File: src/inc/biu_cfg.svh
`ifndef XFER_CFG_SVH
`define XFER_CFG_SVH

// bus transfer encodings
`define TRANS_IDLE   2'h0
`define TRANS_NONSEQ 2'h2
`define TRANS_SEQ    2'h3
`define BURST_SINGLE 3'h0
`define BURST_WRAP8  3'h4
`define BURST_INCR4  3'h3
`define BURST_INCR8  3'h5
`define SIZE_BYTE    3'h0
`define SIZE_HALF    3'h1
`define SIZE_WORD    3'h2

// core request kinds
`define KIND_READ    3'h0
`define KIND_WRITE   3'h1
`define KIND_WALK    3'h2
`define KIND_FETCH   3'h3
`define KIND_PREF    3'h4
`define KIND_FILL    3'h5
`define KIND_WBACK   3'h6
`define KIND_BWRITE  3'h7

// line geometry
`define LINE_WORDS   4'h8
`define HALF_WORDS   4'h4
`define ONE_WORD     4'h1
`define HALF_OFFSET  32'h10
`define HALF_INDEX   3'h4
`define DIRTY_NONE   2'h0
`define DIRTY_LOW    2'h1
`define DIRTY_HIGH   2'h2
`define DIRTY_BOTH   2'h3

`endif

File: src/inc/biu_pkg.sv
package xfer_pkg;
	typedef enum logic {st_idle, st_run} state_t;
endpackage : xfer_pkg

File: src/design/beat_addr_gen.sv
`timescale 1ns/1ns
`default_nettype none
`include "biu_cfg.svh"

module beat_addr_gen (
	// transfer description
	input  wire logic [31:0] base,
	input  wire logic [2:0]  beat,
	input  wire logic [2:0]  burst,
	input  wire logic [2:0]  size,
	// generated address
	output logic      [31:0] addr,
	output logic             misaligned
);
	always_comb begin
		if (burst == `BURST_WRAP8) begin
			addr = {base[31:5], 3'(base[4:2] + beat), 2'h0};
		end else if (burst != `BURST_SINGLE) begin
			addr = {base[31:2], 2'h0} + {27'h0, beat, 2'h0};
		end else if (size == `SIZE_WORD) begin
			addr = {base[31:2], 2'h0};
		end else if (size == `SIZE_HALF) begin
			addr = {base[31:1], 1'b0};
		end else begin
			addr = base;
		end
		misaligned = (size == `SIZE_HALF && base[0])
			|| (size == `SIZE_WORD && base[1:0] != 2'h0);
	end
endmodule : beat_addr_gen
`default_nettype wire

File: src/design/core_ahb_bus_interface.sv
`timescale 1ns/1ns
`default_nettype none
`include "biu_cfg.svh"

module core_ahb_bus_interface (
	// clock and reset
	input  wire logic         clock,
	input  wire logic         rst_b,
	input  wire logic         ce,
	// core request
	input  wire logic         req_valid,
	output logic              req_ready,
	input  wire logic [2:0]   req_kind,
	input  wire logic [31:0]  req_addr,
	input  wire logic [2:0]   req_size,
	input  wire logic [3:0]   req_words,
	input  wire logic [1:0]   req_dirty,
	input  wire logic         req_narrow,
	input  wire logic         prefetch_en,
	input  wire logic [255:0] wr_line,
	// core answer
	output logic              rd_valid,
	output logic [31:0]       rd_data,
	output logic [2:0]        rd_idx,
	output logic              rd_pair,
	output logic              done,
	output logic              bus_err,
	output logic              align_fault,
	// bus master
	output logic [31:0]       haddr,
	output logic [1:0]        htrans,
	output logic              hwrite,
	output logic [2:0]        hsize,
	output logic [2:0]        hburst,
	output logic [31:0]       hwdata,
	input  wire logic         hready,
	input  wire logic         hresp,
	input  wire logic [31:0]  hrdata
);
	xfer_pkg::state_t st_r, st_nxt;
	logic [2:0]  kind_r, kind_nxt, burst_r, burst_nxt, size_r, size_nxt;
	logic [1:0]  dirty_r, dirty_nxt, htrans_r, htrans_nxt;
	logic [31:0] base_r, base_nxt, haddr_r, haddr_nxt, hwdata_r, hwdata_nxt;
	logic [2:0]  cb_r, cb_nxt, widx_r, widx_nxt, didx_r, didx_nxt;
	logic [3:0]  cl_r, cl_nxt, rem_r, rem_nxt, len;
	logic [2:0]  hsize_r, hsize_nxt, hburst_r, hburst_nxt, rd_idx_r, rd_idx_nxt;
	logic [31:0] rd_data_r, rd_data_nxt;
	logic        narrow_r, narrow_nxt, hwrite_r, hwrite_nxt, dph_r, dph_nxt;
	logic        dwr_r, dwr_nxt, dlast_r, dlast_nxt, ready_r, ready_nxt;
	logic        rd_valid_r, rd_valid_nxt, rd_pair_r, rd_pair_nxt;
	logic        done_r, done_nxt, err_r, err_nxt, fault_r, fault_nxt;
	logic [31:0] g_base, g_addr;
	logic [2:0]  g_beat, g_burst, g_size;
	logic        g_mis, load, acc, fin;

	// split a word count into the largest legal chunk
	function automatic logic [3:0] chunk_len(input logic [3:0] n);
		if (n >= `LINE_WORDS) chunk_len = `LINE_WORDS;
		else if (n >= `HALF_WORDS) chunk_len = `HALF_WORDS;
		else chunk_len = `ONE_WORD;
	endfunction : chunk_len

	function automatic logic [2:0] burst_of(input logic [3:0] n);
		if (n == `LINE_WORDS) burst_of = `BURST_INCR8;
		else if (n == `HALF_WORDS) burst_of = `BURST_INCR4;
		else burst_of = `BURST_SINGLE;
	endfunction : burst_of

	beat_addr_gen u_gen (
		.base       (g_base),
		.beat       (g_beat),
		.burst      (g_burst),
		.size       (g_size),
		.addr       (g_addr),
		.misaligned (g_mis)
	);

	always_comb begin
		st_nxt = st_r; kind_nxt = kind_r; dirty_nxt = dirty_r;
		narrow_nxt = narrow_r; base_nxt = base_r; burst_nxt = burst_r;
		size_nxt = size_r; cb_nxt = cb_r; cl_nxt = cl_r; rem_nxt = rem_r;
		widx_nxt = widx_r; didx_nxt = didx_r; dph_nxt = dph_r;
		dwr_nxt = dwr_r; dlast_nxt = dlast_r; ready_nxt = ready_r;
		htrans_nxt = htrans_r; hwrite_nxt = hwrite_r; hsize_nxt = hsize_r;
		hburst_nxt = hburst_r; hwdata_nxt = hwdata_r;
		rd_data_nxt = rd_data_r; rd_idx_nxt = rd_idx_r; rd_pair_nxt = rd_pair_r;
		rd_valid_nxt = 1'b0; done_nxt = 1'b0; err_nxt = err_r;
		fault_nxt = fault_r; load = 1'b0; len = `ONE_WORD;
		g_base = base_r; g_beat = cb_r; g_burst = burst_r; g_size = size_r;
		acc = htrans_r != `TRANS_IDLE && hready;
		fin = dph_r && hready;
		if (fin) begin
			dph_nxt = 1'b0;
			if (!dwr_r) begin
				rd_valid_nxt = 1'b1;
				rd_data_nxt = hrdata;
				rd_idx_nxt = didx_r;
				rd_pair_nxt = narrow_r && (kind_r == `KIND_FETCH
					|| kind_r == `KIND_PREF);
			end
			// an error beat is only recorded; no split or retry exists
			if (hresp) err_nxt = 1'b1;
			if (dlast_r) begin
				done_nxt = 1'b1;
				st_nxt = xfer_pkg::st_idle;
				ready_nxt = 1'b1;
			end
		end
		if (acc) begin
			dph_nxt = 1'b1;
			dwr_nxt = hwrite_r;
			didx_nxt = haddr_r[4:2];
			hwdata_nxt = hwrite_r ? wr_line[32*widx_r +: 32] : 32'h0;
			dlast_nxt = 4'({1'b0, cb_r} + 4'h1) == cl_r && rem_r == 4'h0;
			if (4'({1'b0, cb_r} + 4'h1) < cl_r) begin
				cb_nxt = 3'(cb_r + 3'h1);
				widx_nxt = 3'(widx_r + 3'h1);
				htrans_nxt = `TRANS_SEQ;
				g_beat = cb_nxt;
				load = 1'b1;
			end else if (rem_r != 4'h0) begin
				len = chunk_len(rem_r);
				cl_nxt = len;
				rem_nxt = 4'(rem_r - len);
				base_nxt = base_r + {26'h0, cl_r, 2'h0};
				burst_nxt = burst_of(len);
				cb_nxt = 3'h0;
				widx_nxt = 3'(widx_r + 3'h1);
				htrans_nxt = `TRANS_NONSEQ;
				hburst_nxt = burst_nxt;
				g_base = base_nxt; g_beat = 3'h0; g_burst = burst_nxt;
				load = 1'b1;
			end else begin
				htrans_nxt = `TRANS_IDLE;
			end
		end
		if (st_r == xfer_pkg::st_idle && req_valid && ready_r) begin
			kind_nxt = req_kind; dirty_nxt = req_dirty;
			narrow_nxt = req_narrow; err_nxt = 1'b0;
			base_nxt = req_addr; cb_nxt = 3'h0; widx_nxt = 3'h0;
			cl_nxt = `ONE_WORD; rem_nxt = 4'h0;
			burst_nxt = `BURST_SINGLE; size_nxt = `SIZE_WORD;
			hwrite_nxt = 1'b0;
			case (req_kind)
				`KIND_READ: size_nxt = req_size;
				`KIND_WRITE: begin
					size_nxt = req_size;
					hwrite_nxt = 1'b1;
				end
				`KIND_PREF: if (prefetch_en) begin
					cl_nxt = `HALF_WORDS;
					burst_nxt = `BURST_INCR4;
				end
				`KIND_FILL: begin
					cl_nxt = `LINE_WORDS;
					burst_nxt = `BURST_WRAP8;
				end
				`KIND_WBACK: begin
					hwrite_nxt = 1'b1;
					base_nxt = {req_addr[31:5], 5'h0};
					cl_nxt = req_dirty == `DIRTY_BOTH ? `LINE_WORDS : `HALF_WORDS;
					burst_nxt = burst_of(cl_nxt);
					if (req_dirty == `DIRTY_HIGH) begin
						base_nxt = base_nxt + `HALF_OFFSET;
						widx_nxt = `HALF_INDEX;
					end
				end
				`KIND_BWRITE: begin
					hwrite_nxt = 1'b1;
					len = req_words == 4'h0 ? `ONE_WORD
						: req_words > `LINE_WORDS ? `LINE_WORDS : req_words;
					cl_nxt = chunk_len(len);
					rem_nxt = 4'(len - cl_nxt);
					burst_nxt = burst_of(cl_nxt);
				end
				default: ; // walk and fetch: single word
			endcase
			g_base = base_nxt; g_beat = 3'h0;
			g_burst = burst_nxt; g_size = size_nxt;
			fault_nxt = g_mis;
			hsize_nxt = size_nxt;
			hburst_nxt = burst_nxt;
			if (req_kind == `KIND_WBACK && req_dirty == `DIRTY_NONE) begin
				done_nxt = 1'b1; // clean line, nothing to write
			end else begin
				st_nxt = xfer_pkg::st_run;
				ready_nxt = 1'b0;
				htrans_nxt = `TRANS_NONSEQ;
				load = 1'b1;
			end
		end
		haddr_nxt = load ? g_addr : haddr_r;
	end

	always_ff @(posedge clock or negedge rst_b) begin
		if (!rst_b) begin
			st_r <= xfer_pkg::st_idle; kind_r <= `KIND_READ;
			dirty_r <= `DIRTY_NONE; narrow_r <= 1'b0; base_r <= 32'h0;
			burst_r <= `BURST_SINGLE; size_r <= `SIZE_WORD; cb_r <= 3'h0;
			cl_r <= `ONE_WORD; rem_r <= 4'h0; widx_r <= 3'h0; didx_r <= 3'h0;
			dph_r <= 1'b0; dwr_r <= 1'b0; dlast_r <= 1'b0; ready_r <= 1'b1;
			haddr_r <= 32'h0; htrans_r <= `TRANS_IDLE; hwrite_r <= 1'b0;
			hsize_r <= `SIZE_WORD; hburst_r <= `BURST_SINGLE;
			hwdata_r <= 32'h0; rd_data_r <= 32'h0; rd_idx_r <= 3'h0;
			rd_pair_r <= 1'b0; rd_valid_r <= 1'b0; done_r <= 1'b0;
			err_r <= 1'b0; fault_r <= 1'b0;
		end else if (ce) begin
			st_r <= st_nxt; kind_r <= kind_nxt; dirty_r <= dirty_nxt;
			narrow_r <= narrow_nxt; base_r <= base_nxt; burst_r <= burst_nxt;
			size_r <= size_nxt; cb_r <= cb_nxt; cl_r <= cl_nxt;
			rem_r <= rem_nxt; widx_r <= widx_nxt; didx_r <= didx_nxt;
			dph_r <= dph_nxt; dwr_r <= dwr_nxt; dlast_r <= dlast_nxt;
			ready_r <= ready_nxt; haddr_r <= haddr_nxt;
			htrans_r <= htrans_nxt; hwrite_r <= hwrite_nxt;
			hsize_r <= hsize_nxt; hburst_r <= hburst_nxt;
			hwdata_r <= hwdata_nxt; rd_data_r <= rd_data_nxt;
			rd_idx_r <= rd_idx_nxt; rd_pair_r <= rd_pair_nxt;
			rd_valid_r <= rd_valid_nxt; done_r <= done_nxt;
			err_r <= err_nxt; fault_r <= fault_nxt;
		end
	end

	assign req_ready = ready_r; assign rd_valid = rd_valid_r;
	assign rd_data = rd_data_r; assign rd_idx = rd_idx_r;
	assign rd_pair = rd_pair_r; assign done = done_r;
	assign bus_err = err_r; assign align_fault = fault_r;
	assign haddr = haddr_r; assign htrans = htrans_r;
	assign hwrite = hwrite_r; assign hsize = hsize_r;
	assign hburst = hburst_r; assign hwdata = hwdata_r;

	a_burst_code_legal: assert property (
		@(posedge clock) disable iff (!rst_b)
		htrans_r != `TRANS_IDLE |-> hburst_r == `BURST_SINGLE
		|| hburst_r == `BURST_INCR4 || hburst_r == `BURST_INCR8
		|| hburst_r == `BURST_WRAP8)
		else $error("illegal burst kind");
	a_chunk_matches_burst: assert property (
		@(posedge clock) disable iff (!rst_b)
		htrans_r == `TRANS_NONSEQ && hburst_r != `BURST_SINGLE
		|-> cl_r == `HALF_WORDS || cl_r == `LINE_WORDS)
		else $error("burst chunk length wrong");
	a_single_cases: assert property (
		@(posedge clock) disable iff (!rst_b)
		htrans_r == `TRANS_NONSEQ && (kind_r == `KIND_READ
		|| kind_r == `KIND_WRITE || kind_r == `KIND_WALK
		|| kind_r == `KIND_FETCH) |-> hburst_r == `BURST_SINGLE)
		else $error("uncached access not single");
	a_half_writeback: assert property (
		@(posedge clock) disable iff (!rst_b)
		htrans_r == `TRANS_NONSEQ && kind_r == `KIND_WBACK
		&& dirty_r != `DIRTY_BOTH |-> hburst_r == `BURST_INCR4)
		else $error("half write-back not four beats");
	a_full_writeback: assert property (
		@(posedge clock) disable iff (!rst_b)
		htrans_r == `TRANS_NONSEQ && kind_r == `KIND_WBACK
		&& dirty_r == `DIRTY_BOTH |-> hburst_r == `BURST_INCR8)
		else $error("full write-back not eight beats");
	a_fill_wraps: assert property (
		@(posedge clock) disable iff (!rst_b)
		htrans_r == `TRANS_NONSEQ && kind_r == `KIND_FILL
		|-> hburst_r == `BURST_WRAP8
		&& haddr_r[31:2] == base_r[31:2])
		else $error("fill not wrap8 from missed word");
	a_fetch_word: assert property (
		@(posedge clock) disable iff (!rst_b)
		htrans_r != `TRANS_IDLE && (kind_r == `KIND_FETCH
		|| kind_r == `KIND_PREF) |-> hsize_r == `SIZE_WORD)
		else $error("fetch not word sized");
	a_addr_aligned: assert property (
		@(posedge clock) disable iff (!rst_b)
		htrans_r != `TRANS_IDLE |-> (hsize_r != `SIZE_HALF || !haddr_r[0])
		&& (hsize_r != `SIZE_WORD || haddr_r[1:0] == 2'h0))
		else $error("address not aligned");
	a_addr_held: assert property (
		@(posedge clock) disable iff (!rst_b)
		htrans_r != `TRANS_IDLE && !hready |=> $stable(haddr_r)
		&& $stable(htrans_r))
		else $error("address phase dropped while stalled");
	a_burst_word_size: assert property (
		@(posedge clock) disable iff (!rst_b)
		htrans_r != `TRANS_IDLE && hburst_r != `BURST_SINGLE
		|-> hsize_r == `SIZE_WORD)
		else $error("burst not word sized");
	a_pair_on_fetch: assert property (
		@(posedge clock) disable iff (!rst_b)
		rd_valid_r && narrow_r && kind_r == `KIND_FETCH |-> rd_pair_r)
		else $error("compressed fetch not paired");
	c_fill_done: cover property (@(posedge clock) disable iff (!rst_b)
		done_r && kind_r == `KIND_FILL);
	c_full_writeback: cover property (@(posedge clock) disable iff (!rst_b)
		done_r && kind_r == `KIND_WBACK && dirty_r == `DIRTY_BOTH);
	c_split_write: cover property (@(posedge clock) disable iff (!rst_b)
		htrans_r == `TRANS_NONSEQ && kind_r == `KIND_BWRITE
		&& cb_r == 3'h0 && widx_r != 3'h0);
endmodule : core_ahb_bus_interface
`default_nettype wire

File: config.mk
export PLATFORM = sky130hd
export DESIGN_NAME = core_ahb_bus_interface
export DESIGN_NICKNAME = d
export VERILOG_FILES = /design/src/inc/biu_pkg.sv /design/src/design/beat_addr_gen.sv /design/src/design/core_ahb_bus_interface.sv
export VERILOG_INCLUDE_DIRS = /design/src /design/src/inc
export SDC_FILE = /design/constraint.sdc
export NUM_CORES = 1
export LEC_CHECK = 0
export BUFFER_PORTS_ARGS = -buffer_cell sky130_fd_sc_hd__buf_4
export CAP_MARGIN = 25
export CORE_AREA = 2 2 176 178
export CTS_CLUSTER_DIAMETER = 30
export CTS_CLUSTER_SIZE = 40
export DETAILED_ROUTE_END_ITERATION = 10
export DIE_AREA = 0 0 178 180
export SYNTH_ARGS = -nofsm -noshare
export SYNTH_HDL_FRONTEND = slang
export SYNTH_SLANG_ARGS = --single-unit
export TNS_END_PERCENT = 20
File: constraint.sdc
create_clock -name clock -period 8.8 [get_ports clock]
set_input_delay 0.88 -clock clock [delete_from_list [all_inputs] [get_ports clock]]
set_output_delay 0.88 -clock clock [all_outputs]
set_load 0.005 [all_outputs]
==> results.toml, run 1 <==
[status]
status = "finished, final reports clean"

[clock_network]
cts_made_buffers = 17
post_cts_resized = 0
post_cts.repair.setup_buffers = 0
postCtsHoldBufs = 0
clock-root-buffer = "clkbuf_16"
clockBufferDepth = 2
htree_levels = 4
cts.clk_slew.worst_paths_ps = 80
cts_tree = "done"
clkLatencyLatePin_ps = 440
cts_sinks = 176

[worst_setup_path]
crit_type = "reg2reg"
r2r-start = "cb_r[0]"
rrSetupSlack_ps = 4050
worstPathArrival_ps = 5110
critPathTopFamily = "simple AND/OR/NAND/NOR gates"
worstPathCellList = "ha_1 -> xor2_1 -> ha_1 -> nand2_1 -> o21ai_1 -> buf_4 -> nand4_1 -> or3_1 -> a31oi_1 -> nand4_2 -> or4_4 -> or4_1 -> a31oi_1"
cpPeakStageDelay_ps = 510
crit_fanout = 23
worst_setup_path_end_kind = "register"
crit_required_ps = 9160
crit_path_start_kind = "register"
cp.depth = 13
endpoint = "haddr[31]"
crit_buf_inv = 1
timing.rr.end = "haddr[31]"
r2r_cells = 13
crit_path_start = "cb_r[0]"
crit_slowest_cell = "or4_1"

[routing]
drt_pass1_iterations = 5
drt-total-wl_um = 46300
post_drt_wl_per_cell_um = 24.4
vias = 10418
drc = 0
ant_nets = 0
drtIter0Drc = 717
vias_per_cell = 5.49

[grt]
antenna_found_initial = 9
grt_pass1_vias = 10296
grt_remaining_overflow = 0
grt_start_max_net_pins = 71
grt_pass1_wl_um = 67600
grt_usage = 0.289

[final_layout]
nets = 1840
final_common_cell = "buf_4"
final_cell_mix = "buf_4 (465), dfrtp_1 (169), nand2_1 (148)"
multi_input_area_sq_um = 6260
areaGrowthSynthToFinish_pct = 38.5
regArea_sq_um = 4420
drive_above_1_share = 0.446
final_cells = 1899
fillers = 2877
fin_area_sq_um = 15300

[sta]
rsz0062_at_grt = "false"
slew_headroom = 0.338
finClkSkew_ps = 12.4
finalSetupTns_ps = 0
drv_slew = 0
fin_crit_ps = 4750
hold_viol = 0
tightest_slew_ps = 989
min_period_over_period = 0.540
max_freq_mhz = 210
setup_viol = 0

[synthesis]
ys_async_sr_fraction = 1.00
synth_top_cell_area_share = 0.389
syn_area_per_cell_sq_um = 10.4
ys_warn_count = 0
synth-seq-cells = 176
syn_area_sq_um = 11100
synth_largest_area_cell = "dfrtp_1"
synth_ff_type = "dfrtp_1"
syn_inst = 1067
ys_types = 78
synth_edf_count = 0
yosysSeqAreaShare = 0.398
synthTopCellsByArea = "dfrtp_1 (39%), mux4_2 (13%), mux2_2 (6.4%), nand2_1 (5.0%), o21ai_0 (3.9%)"
syn_nets = 1425

[placement]
placed_area_sq_um = 14800
port_buffers = 453
place_inst = 1859
hpwl_um = 37600
gp_congestion = 0.910

[power_and_ir_drop]
leakagePower_nw = 7.00
ir_drop_mv = 0.181
total_power_mw = 4.67
p_per_area_nw_per_um2 = 304

[die]
dieArea_sq_um = 32000
coreArea_sq_um = 30200
die_h_um = 180
initial_core_util = 0.367
die_x_um = 178
rows = 64
ios = 454

[hold_path]
hold_path.class = "in2async"

[run]
max-cap-violations = 0
worst register-to-register path, delay by kind of cell, from the launching register on:
| family | cells | cell delay (ps) |
|---|---|---|
| xor gates and xnor gates | 1 | 160 |
| adders and majority gates | 2 | 580 |
| buffers and inverters | 1 | 360 |
| DFF | 1 | 450 |
| and+or+nand+nor | 6 | 2100 |
| AOI/OAI and AO/OA | 3 | 1030 |
registers in the layout, indices dropped and copies added (netlist names), 4 cells and up:
| name | count |
|---|---|
| base_r | 32 |
| haddr | 32 |
| hwdata | 32 |
| rd_data | 32 |
| rem_r | 4 |
logic make-up (layout without fill, tap and decap cells):
logic type | count (synthesis) | in the layout | share of synthesized area
other | 0 | 8 | 0
multiplexers | 167 | 167 | 0.230
flip-flops | 176 | 176 | 0.398
adder cells (fa/ha/maj) | 18 | 18 | 0.0210
AO/OA/AOI/OAI | 206 | 206 | 0.116
XOR/XNOR | 40 | 40 | 0.0316
buffers and inverters | 91 | 519 | 0.0373
AND/OR/NAND/NOR | 369 | 369 | 0.166
cells in the mapped netlist, drive strengths merged, types with 9 or more instances:
| cell type | instances |
|---|---|
| a21oi | 33 |
| a31oi | 25 |
| and3 | 12 |
| buf | 19 |
| clkbuf | 51 |
| dfrtp | 172 |
| ha | 17 |
| inv | 21 |
| mux2 | 63 |
| mux2i | 40 |
| mux4 | 64 |
| nand2 | 149 |
| nand3 | 35 |
| nand4 | 24 |
| nor2 | 75 |
| nor3 | 17 |
| nor4 | 10 |
| o21a | 9 |
| o21ai | 90 |
| or3 | 10 |
| xnor2 | 24 |
| xor2 | 16 |
cell type report:
cell class | instances | share of cell area
antenna | 8 | 0.00130
clock buffer | 17 | 0.0277
clock inverter | 15 | 0.00962
inverter | 21 | 0.00514
multi-input combinational | 800 | 0.408
sequential | 176 | 0.288
tap | 396 | 0.0323
timing repair buffer | 466 | 0.228
metal layers:
metal | up-vias | routed length [um] | track usage | part of all wire
met3 | 51 | 4670 | 0.0935 | 0.10
met1 | 5115 | 18900 | 0.379 | 0.41
met5 | - | 13 | 0 | 0.00028
met2 | 465 | 21900 | 0.464 | 0.47
met4 | 2 | 777 | 0.0662 | 0.017
li1 | 4785 | - | - | -
stage by stage:
| step | setup WS [ps] | util | hold slack [ps] |
|---|---|---|---|
| 2_1_floorplan | 4410 | - | 438 |
| 3_3_place_gp | 4250 | 0.489 | 459 |
| 3_5_place_dp | 4160 | 0.489 | 464 |
| 4_1_cts | 4120 | 0.508 | 458 |
| 5_1_grt | 3740 | 0.508 | 489 |
| 6_report | 4050 | 0.508 | 438 |
worst min path at each step:
stage | end | start | depth (start not counted) | slack [ps]
after CTS | base_r[27] | rst_b | 1 | 460
after global placement | narrow_r | narrow_r | 2 | 460
final | base_r[24] | rst_b | 1 | 440
after global routing | base_r[26] | rst_b | 1 | 490
after detailed placement | dwr_r | dwr_r | 2 | 460
after floorplan | dwr_r | dwr_r | 2 | 440
power breakdown:
part	total [mW]	leakage [nW]	internal, mW	switching [mW]
clock	0.757	0.282	0.378	0.380
sequential	1.52	2.14	1.18	0.340
combinational	2.39	4.58	1.22	1.17
total	4.67	7.00	2.78	1.89
Power figures use the tool's default switching activity.
==> run 2: changes to the inputs <==
--- a/config.mk
+++ b/config.mk
@@ -8,11 +8,12 @@
 export LEC_CHECK = 0
 export BUFFER_PORTS_ARGS = -buffer_cell sky130_fd_sc_hd__buf_4
 export CAP_MARGIN = 25
-export CORE_AREA = 2 2 176 178
+export CORE_AREA = 2 2 175 177
 export CTS_CLUSTER_DIAMETER = 30
 export CTS_CLUSTER_SIZE = 40
 export DETAILED_ROUTE_END_ITERATION = 10
-export DIE_AREA = 0 0 178 180
+export DIE_AREA = 0 0 177 179
+export PLACE_DENSITY = 0.67
 export SYNTH_ARGS = -nofsm -noshare
 export SYNTH_HDL_FRONTEND = slang
 export SYNTH_SLANG_ARGS = --single-unit
==> constraint.sdc (replaced) <==
create_clock -name clock -period 4.05 [get_ports clock]
set_input_delay 0.405 -clock clock [delete_from_list [all_inputs] [get_ports clock]]
set_output_delay 0.405 -clock clock [all_outputs]
set_load 0.005 [all_outputs]
==> results.toml, run 2 (synthesis results as in run 1) <==
[routing]
drt-total-wl_um = 47900
ant_nets = 0
vias_per_cell = 5.54
drt_pass1_iterations = 6
vias = 10699
drc = 0
post_drt_wl_per_cell_um = 24.8
drtIter0Drc = 909

[worst_setup_path]
rrSetupSlack_ps = 90
crit_fanout = 8
crit_type = "reg2reg"
timing.rr.end = "haddr[31]"
worst_setup_path_end_kind = "register"
crit_required_ps = 4410
cpPeakStageDelay_ps = 540
endpoint = "haddr[31]"
r2r-start = "cb_r[0]"
r2r_cells = 12
crit_path_start = "cb_r[0]"
worstPathArrival_ps = 4320
crit_path_start_kind = "register"
worstPathCellList = "ha_1 -> xor2_1 -> ha_1 -> nand2_1 -> o21a_2 -> or4_4 -> a221oi_2 -> o2111ai_1 -> nand2b_1 -> or4_4 -> or4_1 -> a31oi_1"
crit_slowest_cell = "or4_4"

[power_and_ir_drop]
leakagePower_nw = 7.19
power_frac_seq = 0.321
ir_drop_mv = 0.313
internal_power_mw = 6.26
power_frac_comb = 0.515
p_per_area_nw_per_um2 = 673
p_sw_mw = 4.32
clkPwrFrac = 0.164
switching_share = 0.408

[placement]
hpwl_um = 39000
placed_area_sq_um = 15000
gp_congestion = 0.919
port_buffers = 453
place_inst = 1889

[sta]
hold_viol = 0
max_freq_mhz = 252
fin_crit_ps = 3960
drv_slew = 0
slew_headroom = 0.386
tightest_slew_ps = 922
rsz0062_at_grt = "true"
hold_slack_ps = 74.8
finalSetupTns_ps = 0
finClkSkew_ps = 24.0
setup_viol = 0
min_period_over_period = 0.978

[final_layout]
areaGrowthSynthToFinish_pct = 42.0
nets = 1870
regArea_sq_um = 4420
fillers = 2744
final_cell_mix = "buf_4 (492), dfrtp_1 (168), nand2_1 (148)"
drive_above_1_share = 0.465
multi_input_area_sq_um = 6320
fin_area_sq_um = 15700
final_common_cell = "buf_4"
final_util = 0.524
final_cells = 1930

[clock_network]
cts_tree = "done"
clock-root-buffer = "clkbuf_16"
htree_levels = 4
clockBufferDepth = 2
clkLatencyLatePin_ps = 440
post_cts.repair.setup_buffers = 0
cts_sinks = 176
cts_made_buffers = 17
cts.clk_slew.worst_paths_ps = 90
postCtsHoldBufs = 0

[run]
max-cap-violations = 0

[die]
initial_core_util = 0.369
dieArea_sq_um = 31700
die_x_um = 177
ios = 454
coreArea_sq_um = 30000
die_h_um = 179
rows = 64

[hold_path]
hold_path.class = "in2async"

[grt]
grt_pass1_vias = 10585
grt_usage = 0.304
grt_pass1_wl_um = 69200
antenna_found_initial = 16
grt_remaining_overflow = 0
grt_start_max_net_pins = 103

[status]
status = "finished, final reports clean"
## run 2: cell count changes in the layout (fill, tap and decap cells not counted), sizes merged
cell	delta
buf	+29
clkinv	+3
inv	-2
clkbuf	+1
clkinvlp	-1
diode	+1
## run 2: timing repair
item / CTS / global route
endpoints found under the setup margin: 0 / 22
endpoints found under the hold margin: 0 / 0
resized for setup: 0 / 14
## run 2: how the worst min path moves through the flow
stage,end,slack [ps],depth (start not counted)
floorplan,align_fault,110,0
CTS,base_r[11],110,1
finish,base_r[11],70,1
detailed placement,dwr_r,460,2
global placement,dwr_r,450,2
global route,base_r[11],120,1
## run 2: per-stage QoR
step	setup slack, ps	power [mW]
floorplan	68.7	6.38
global placement	147	8.74
detailed placement	111	8.83
CTS	102	10.6
global route	-85.5	11.3
finish	88.7	10.6
## run 2: metal layers
metal,routed length (um),up-vias,track usage
met2,22900,501,0.497
met5,66,-,0
met1,18500,5281,0.382
met3,5440,58,0.108
li1,-,4849,-
met4,1030,10,0.0795
## run 2: cell type report
class,instances,share of cell area
Clock inverter,15,0.0130
Inverter,21,0.00501
Sequential cell,176,0.281
Multi-Input combinational cell,800,0.402
Tap cell,396,0.0315
Clock buffer,17,0.0270
Antenna cell,9,0.00143
Timing Repair Buffer,496,0.239
## run 2: power groups by stage
stage | Clock, mW | Sequential (mW) | Combinational (mW)
6_report | 1.73 | 3.40 | 5.46
5_1_grt | 1.85 | 3.53 | 5.96
4_1_cts | 1.77 | 3.40 | 5.41
3_5_place_dp | 0 | 3.43 | 5.41
3_3_place_gp | 0 | 3.40 | 5.34
2_1_floorplan | 0 | 3.10 | 3.28
## run 2: worst max-delay path: cells and delay by family, from the launching register on
kind                       cells  cell delay [ps]
adders and majority gates      2              540
AOI/OAI and AO/OA              4              920
DFF                            1              440
xor gates and xnor gates       1              150
and+or+nand+nor                5             1850
